[config.mk]
export PLATFORM = sky130hd
export DESIGN_NAME = opsc_port
export DESIGN_NICKNAME = d
export VERILOG_FILES = /design/src/opsc_pkg.sv /design/src/opsc_port.sv
export SDC_FILE = /design/constraint.sdc
export NUM_CORES = 1
export LEC_CHECK = 0
export BUFFER_PORTS_ARGS = -buffer_cell sky130_fd_sc_hd__clkbuf_2
export CAP_MARGIN = 15
export CORE_ASPECT_RATIO = 1.1
export CORE_UTILIZATION = 52
export DETAILED_ROUTE_END_ITERATION = 8
export HOLD_SLACK_MARGIN = 0.06
export PLACE_DENSITY = 0.8
export SLEW_MARGIN = 15
export SYNTH_ARGS = -nofsm -noshare
export SYNTH_HDL_FRONTEND = slang
export SYNTH_SLANG_ARGS = --single-unit
[constraint.sdc]
create_clock -name clk_in -period 1.4 [get_ports clk_in]
set_input_delay 0 -clock clk_in [delete_from_list [all_inputs] [get_ports clk_in]]
set_output_delay 0 -clock clk_in [all_outputs]
set_load 0.05 [all_outputs]
[src/opsc_pkg.sv]
// Package of constants and state types for the output port with special clock outputs.
package opsc_pkg;

    // ************************************************************
    // Register map and field layout
    // ************************************************************
    localparam int          ADDR_W        = 4;
    localparam int          DATA_W        = 4;
    localparam int          NUM_BITS      = 4;
    localparam logic [3:0]  REG_DATA      = 4'h0;
    localparam logic [3:0]  REG_FLOAT     = 4'h1;
    localparam logic [3:0]  REG_CLKCTL    = 4'h2;
    localparam int          FLD_FREQ_LO   = 0;
    localparam int          FLD_FREQ_HI   = 1;
    localparam int          FLD_OSC_EN    = 2;
    localparam int          FLD_TIM_GATE  = 3;
    localparam int          TIMER_BIT     = 2;
    localparam int          OSC_BIT       = 3;

    // ************************************************************
    // Reset values, encodings and build options
    // ************************************************************
    localparam logic [3:0]  RST_DATA      = 4'h0;
    localparam logic [3:0]  RST_FLOAT     = 4'h0;
    localparam logic [1:0]  RST_FREQ      = 2'h0;
    localparam logic [1:0]  FREQ_HS       = 2'h3;
    localparam logic [1:0]  FREQ_LS       = 2'h2;
    localparam logic [1:0]  FREQ_LS_DIV8  = 2'h1;
    localparam logic [1:0]  FREQ_LS_DIV64 = 2'h0;
    localparam int          DIV_W         = 6;
    localparam int          DIV8_TAP      = 2;
    localparam int          DIV64_TAP     = 5;
    localparam logic [3:0]  OPEN_DRAIN_DEF = 4'h0;

    // All state of the port in one record.
    typedef struct packed {
        logic [3:0]       data;
        logic [3:0]       flt;
        logic [1:0]       freq;
        logic             osc_en;
        logic             tim_gate;
        logic [DIV_W-1:0] div;
        logic             ls_prev;
        logic [3:0]       rdata;
        logic [3:0]       lvl;
        logic [3:0]       drv;
    } opsc_state_t;

endpackage

[src/opsc_port.sv]
// Four-bit output port with timer clock and oscillator clock special outputs.
`timescale 1ns/1ps
// Contract
// Four independent output bits, each on its own terminal.
// Each bit chosen at build time as push-pull or high-side open drain.
// Reset clears data and float bits so all terminals drive low; open-drain bits are released instead.
// After reset all bits are plain data outputs, special clocks off.
// Float control 1 floats the terminal regardless of data or clocks.
// Float control 0 drives the terminal from its data bit.
// Bit 2 may carry timer clock, bit 3 oscillator clock; bits 0,1 plain.
// Software sets data 1, float 0 before using a special clock.
// Data 0 on bit 2 or 3 holds the terminal low even with clock selected.
// Float 1 on bit 2 or 3 floats it even with clock selected.
// Bit 2 carries timer clock gated by the timer output gate.
// Bit 2 clock is the programmable timer output, not local.
// Software must run the programmable timer for bit 2 to toggle.
// Bit 3 carries oscillator clock gated by the clock output enable.
// Select 11 high-speed, 10 low-speed, 01 low-speed/8, 00 low-speed/64.
// Software starts and settles the high-speed oscillator before use.
// Gating is not glitch-free; short pulses may occur on switching.
// Clock enable 0 stops the oscillator clock on bit 3.
// Timer gate 0 on a configured bit 2 drives it high.
// Control bits are written synchronously and read back as written.
module opsc_port #(
    parameter logic [3:0] OPEN_DRAIN = opsc_pkg::OPEN_DRAIN_DEF
) (
    input  wire logic                        clk_in,
    input  wire logic                        rst_in,
    input  wire logic [opsc_pkg::ADDR_W-1:0] addr_in,
    input  wire logic [opsc_pkg::DATA_W-1:0] wdata_in,
    input  wire logic                        wr_in,
    input  wire logic                        rd_in,
    output logic      [opsc_pkg::DATA_W-1:0] rdata_out,
    input  wire logic                        timer_clock_in,
    input  wire logic                        low_speed_osc_clk_in,
    input  wire logic                        high_speed_osc_clk_in,
    output logic      [3:0]                  pin_out,
    output logic      [3:0]                  pin_oe_out
);

    // ************************************************************
    // State and next-state copies
    // ************************************************************
    opsc_pkg::opsc_state_t st;
    opsc_pkg::opsc_state_t next_st;
    logic [3:0]            next_lvl;
    logic                  osc_clock_out;
    logic                  ls_rise;

    // The low-speed input is already synchronous; its rising edge is the divider enable.
    assign ls_rise = low_speed_osc_clk_in & ~st.ls_prev;

    // Oscillator clock selection; a plain mux, so a select change may cut a pulse. R17
    always_comb begin
        case (st.freq)
            opsc_pkg::FREQ_HS:      osc_clock_out = high_speed_osc_clk_in;
            opsc_pkg::FREQ_LS:      osc_clock_out = low_speed_osc_clk_in;
            opsc_pkg::FREQ_LS_DIV8: osc_clock_out = st.div[opsc_pkg::DIV8_TAP];
            default:                osc_clock_out = st.div[opsc_pkg::DIV64_TAP];
        endcase
    end

    // ************************************************************
    // Per-bit terminal level
    // ************************************************************
    // Each level is the data bit, ANDed with the gated clock on bits 2 and 3.
    // A clock that is not gated on passes a 1, so the data bit shows as DC.
    genvar gi;
    generate
        for (gi = 0; gi < opsc_pkg::NUM_BITS; gi = gi + 1) begin : g_bit
            if (gi == opsc_pkg::TIMER_BIT) begin : g_tim

                assign next_lvl[gi] = st.data[gi] & (st.tim_gate ? timer_clock_in : 1'b1);
            end else if (gi == opsc_pkg::OSC_BIT) begin : g_osc

                assign next_lvl[gi] = st.data[gi] & (st.osc_en ? osc_clock_out : 1'b1);
            end else begin : g_plain
                assign next_lvl[gi] = st.data[gi];
            end
            // Open drain only pulls high, so a low level releases the pin.
            assign pin_out[gi]    = OPEN_DRAIN[gi] ? 1'b1 : st.lvl[gi];
            assign pin_oe_out[gi] = st.drv[gi] & (~OPEN_DRAIN[gi] | st.lvl[gi]);
        end
    endgenerate

    assign rdata_out = st.rdata;

    // ************************************************************
    // Next state: register writes, reads, divider and pins
    // ************************************************************
    // Writes land in the cycle after the strobe; reads answer one cycle later.
    always_comb begin
        next_st         = st;
        next_st.ls_prev = low_speed_osc_clk_in;
        if (ls_rise) begin
            next_st.div = st.div + 6'h01;
        end
        if (wr_in) begin
            case (addr_in)
                opsc_pkg::REG_DATA:  next_st.data = wdata_in;
                opsc_pkg::REG_FLOAT: next_st.flt  = wdata_in;
                opsc_pkg::REG_CLKCTL: begin
                    next_st.freq     = wdata_in[opsc_pkg::FLD_FREQ_HI:opsc_pkg::FLD_FREQ_LO];
                    next_st.osc_en   = wdata_in[opsc_pkg::FLD_OSC_EN];
                    next_st.tim_gate = wdata_in[opsc_pkg::FLD_TIM_GATE];
                end
                default: ;
            endcase
        end
        next_st.rdata = 4'h0;
        if (rd_in) begin
            case (addr_in)
                opsc_pkg::REG_DATA:   next_st.rdata = st.data;
                opsc_pkg::REG_FLOAT:  next_st.rdata = st.flt;
                opsc_pkg::REG_CLKCTL: next_st.rdata = {st.tim_gate, st.osc_en, st.freq};
                default:              next_st.rdata = 4'h0;
            endcase
        end
        next_st.lvl = next_lvl;
        next_st.drv = ~st.flt;
    end

    // Register the whole state; reset puts every push-pull pin driving low and releases open-drain pins.
    always_ff @(posedge clk_in) begin
        if (rst_in) begin
            st.data     <= opsc_pkg::RST_DATA;
            st.flt      <= opsc_pkg::RST_FLOAT;
            st.freq     <= opsc_pkg::RST_FREQ;
            st.osc_en   <= 1'b0;
            st.tim_gate <= 1'b0;
            st.div      <= 6'h00;
            st.ls_prev  <= 1'b0;
            st.rdata    <= 4'h0;
            st.lvl      <= 4'h0;
            st.drv      <= 4'hf;
        end else begin
            st <= next_st;
        end
    end
endmodule

# --- Word level (Yosys, flattened, before mapping) ---
# Cells that the tools add are included.
word_totals:
  output_inout_bits: 12
  word_cells: 31
  ff_bits: 31
classes:
  add_sub_neg: 1
  n_reduce_logical: 5
  muxes: 4
  eq_ne: 5
  n_bitwise: 6
ops:
  columns: ["op", "n"]
  rows:
  - ["$pmux W4 S3", 1]
  - ["$add A6 B1 Y6 const B", 1]
  - ["$reduce_and A2 Y1", 3]
  - ["$eq A2 B2 Y1 const B", 2]
  - ["$eq A4 B1 Y1 const B", 1]
  - ["$eq A4 B2 Y1 const B", 1]
  - ["$logic_not A4 Y1", 1]
  - ["$not A4 Y4", 1]
  - ["$and A1 B1 Y1", 3]
  - ["$pmux W1 S3", 1]
  - ["$eq A2 B1 Y1 const B", 1]
  - ["$mux W1", 2]
  - ["$not A1 Y1", 2]
  - ["$reduce_or A2 Y1", 1]

# --- Depth between registers and ports, before layout ---
logic_depth:
  depth_word: 4
  ltp_mapped: 4
  depth_no_buf: 4

# --- Worst setup path after synthesis ---
# OpenSTA, ideal clock, no wires.
synth_timing:
  path_kind: "reg2reg"
  start: "reg st[12] in the netlist's numbering"
  end: "reg st[16] in the netlist's numbering"
  period_less_slack_ns: 1.062
  setup_time_ns: 0.123
  path_stages_with_launch: 4
  t_arrival_ns: 0.939
  setup_slack_ns: 0.338
  cell_sequence: "dfxtp_1 and2b_2 nand4_1 mux2_1"
synth_via:
  elab_chain_cells: 2
synth_lines:
  columns: ["item", "line", "source"]
  rows:
  - ["start: declaration", "opsc_port.sv:44", "opsc_pkg::opsc_state_t st;"]
  - ["start signal: assignment", "opsc_port.sv:137", "st <= next_st;"]
  - ["$not A1 Y1", "opsc_port.sv:51", "assign ls_rise = low_speed_osc_clk_in & ~st.ls_prev;"]
  - ["$and A1 B1 Y1", "opsc_port.sv:51", null]
# Every way passes these cells.
# A chain may end at the register's enable or synchronous reset.

# --- Worst setup path in the final report ---
layout_timing:
  start: "in wr_in"
  end: "reg st[25] in the netlist's numbering"
layout_via:
  elab_chain_cells: 1
layout_lines:
  columns: ["item", "line", "source"]
  rows:
  - ["start: declaration", "opsc_port.sv:31", "input wire logic wr_in,"]
  - ["$reduce_and A2 Y1 (no source line)", null, null]
# Every way passes these cells.

==> results.json <==
{
  "final_core_util_pct": 64.8,
  "cts.clk_slew.worst_paths_ps": 90,
  "drt-pass1-iter-count": 5,
  "synthCells": 122,
  "rsz0062_at_grt": "false",
  "fin_nets": 165,
  "grt_use_met1_pct": 18.9,
  "grt.met3_usage_pct": 5.83,
  "cts_sinks": 31,
  "n_antenna_cell": 0,
  "root_buffer": "clkbuf_4",
  "layout-drive-gt1-share_pct": 25.3,
  "crit_fanout": 4,
  "yosysSeqAreaShare_pct": 48.1,
  "internal_power_mw": 1.15,
  "final.setup.tns_ps": 0,
  "layout_common_cells": "dfxtp_1, clkbuf_2, nand2b_1",
  "worst_setup_path_end_kind": "flop",
  "die_w_um": 49.5,
  "drc_errors": 0,
  "endpoint": "st[25]$_SDFFE_PP0P_",
  "r2r_cells": 3,
  "synth_nets": 138,
  "setup_viol": 0,
  "netSwitchingPower_mw": 0.358,
  "cts-htree-levels": 2,
  "report.final.hold_viol_count": 0,
  "initial_core_util_pct": 56.2,
  "drt_iter0_markers": 37,
  "p_leak_nw": 0.670,
  "clockBufferDepth": 2,
  "ys_types": 30,
  "via_per_inst": 5.33,
  "period_needed_ps": 1290,
  "status": "finished, final reports clean",
  "rows": 18,
  "grt_max_degree": 27,
  "gr-total-overflow": 0,
  "timing.fmax_mhz": 775,
  "wl_um": 2460,
  "setup.worst_path.start": "wr_in",
  "synth-edff-count": 0,
  "reg2reg_slack_ps": 220,
  "synthArstFlopShare_pct": 0,
  "switching_share_pct": 23.7,
  "synth_area_mm2": 0.00129,
  "antenna_found_initial": 0,
  "cp-start-kind": "input pin",
  "wire_per_inst_um": 13.7,
  "grt_usage_pct": 20.8,
  "ys_ff_latch": 31,
  "p_per_area_mw_per_mm2": 1020,
  "critical_path.reg2reg.endpoint": "st[18]$_SDFFE_PP0P_",
  "synth_flop_cell": "dfxtp_1",
  "post-cts-setup-buffer-count": 0,
  "die_h_um": 54.2,
  "power_frac_seq_pct": 60.0,
  "dp_hpwl_um": 1660,
  "drv_slew": 0,
  "power_frac_comb_pct": 8.3,
  "grtUsageMet2_pct": 40.6,
  "dieArea_mm2": 0.00268,
  "final_common_cell": "dfxtp_1",
  "io_buffers": 26,
  "peakVddDrop_v": 0.000668,
  "hp-class": "input pin to flop",
  "maxCapViolCount": 0,
  "place.gp.congestion": 0.780,
  "fillers": 206,
  "finClkSkew_ps": 9.91,
  "ys_warn_count": 0,
  "worstPathRequired_ps": 1630,
  "grt_pass1_wl_um": 3910,
  "avgSynthCellArea_um2": 10.6,
  "relSlewSlack_pct": 66.5,
  "cts_tree": "done",
  "numCtsBuffers": 5,
  "vias": 960,
  "grt_pass1_vias": 900,
  "tightest_slew_ps": 498,
  "rr_startpoint": "st[14]$_SDFFE_PP0P_",
  "syn_to_final_growth_pct": 15.3,
  "critPathKind": "input pin to flop",
  "core_mm2": 0.00230,
  "pwr-share-clk_pct": 31.8,
  "ant_nets": 0,
  "ios": 27,
  "min_from": "addr_in[1]",
  "grt.busiest_layer": "met2",
  "clk_latency_ps": 330,
  "fin_crit_sh_pct": 92.1,
  "crit_arrival_ps": 1520
}
==> what timing repair did <==
action / in CTS / in global routing
endpoints found under the hold margin: 18 / 0
resized for setup: 0 / 0
hold buffers: 9 / 0
==> cell families (layout without fill, tap and decap cells) <==
family | count (synthesis) | after routing | share of synthesized area (%)
flip-flops | 31 | 31 | 48.1
AO/OA/AOI/OAI | 8 | 8 | 4.66
AND/OR/NAND/NOR | 45 | 45 | 21.6
buffers and inverters | 19 | 47 | 9.70
multiplexers | 16 | 16 | 13.6
XOR/XNOR | 2 | 2 | 1.36
adder cells (fa/ha/maj) | 1 | 1 | 0.970
==> critical path, stage by stage <==
cell	delay (ps)
dlygate4sd3_1	520
clkbuf_2	130
nand3_2	150
mux2i_1	160
dlygate4sd3_1	550
==> registers in the layout, summed over array words and instances, names as in the netlist <==
signal,count
pin_out,4
next_lvl,2
pin_oe_out,4
rdata_out,4
st,17
==> worst min path at each step <==
| stage | cells past startpoint | slack [ps] | to |
|---|---|---|---|
| 2_1_floorplan | 1 | 120 | pin_oe_out[0]$_SDFF_PP1_ |
| 5_1_grt | 4 | 140 | st[26]$_SDFFE_PP0P_ |
| 3_5_place_dp | 3 | 230 | pin_out[2]$_SDFF_PP0_ |
| 3_3_place_gp | 3 | 230 | pin_out[2]$_SDFF_PP0_ |
| 4_1_cts | 4 | 120 | rdata_out[2]$_SDFF_PP0_ |
| 6_report | 4 | 140 | rdata_out[2]$_SDFF_PP0_ |
==> power by group through the flow <==
stage	registers [mW]	clock network, mW	logic, mW
2_1_floorplan	0.923	0	0.0692
3_3_place_gp	0.924	0	0.102
3_5_place_dp	0.926	0	0.105
4_1_cts	0.907	0.497	0.124
5_1_grt	0.908	0.527	0.137
6_report	0.907	0.480	0.125
==> per-layer routing <==
| layer | part of all wire (%) | up-vias |
|---|---|---|
| li1 | - | 464 |
| met1 | 38 | 449 |
| met2 | 53 | 39 |
| met3 | 6.0 | 8 |
| met4 | 2.4 | 0 |
| met5 | 0 | - |
==> stage by stage <==
stage | instances | worst slack (ps) | hold slack (ps) | cell area (um^2) | power (mW)
2_1_floorplan | 122 | 338 | 124 | 1290 | 0.992
3_3_place_gp | 163 | 321 | 228 | 1350 | 1.03
3_5_place_dp | 163 | 252 | 228 | 1350 | 1.03
4_1_cts | 180 | 138 | 120 | 1490 | 1.53
5_1_grt | 180 | 96.9 | 145 | 1490 | 1.57
6_report | 180 | 110 | 135 | 1490 | 1.51
==> synthesized netlist by cell type (2+ instances only) <==
| cell | instances | area, um^2 |
|---|---|---|
| nand2b_1 | 16 | 100 |
| nand3_1 | 2 | 10.0 |
| dfxtp_1 | 31 | 621 |
| a21oi_1 | 3 | 15.0 |
| nor2b_1 | 3 | 18.8 |
| nand4_1 | 2 | 12.5 |
| mux2i_1 | 13 | 130 |
| nor2_1 | 11 | 41.3 |
| mux2_1 | 2 | 22.5 |
| a222oi_1 | 4 | 40.0 |
| buf_4 | 12 | 90.1 |
| inv_1 | 4 | 15.0 |
| nand4b_1 | 2 | 17.5 |
==> layout make-up <==
class                   count  area, um^2  area share [%]
clock inverters             1        5.00           0.336
inverters                   4        15.0            1.01
well taps                  30        37.5            2.52
multi-input cells          72         544            36.6
flip-flops and latches     31         621            41.7
clock buffers               7        45.0            3.03
repair buffers             35         220            14.8
Note: power is estimated with default switching activity, not from simulation.
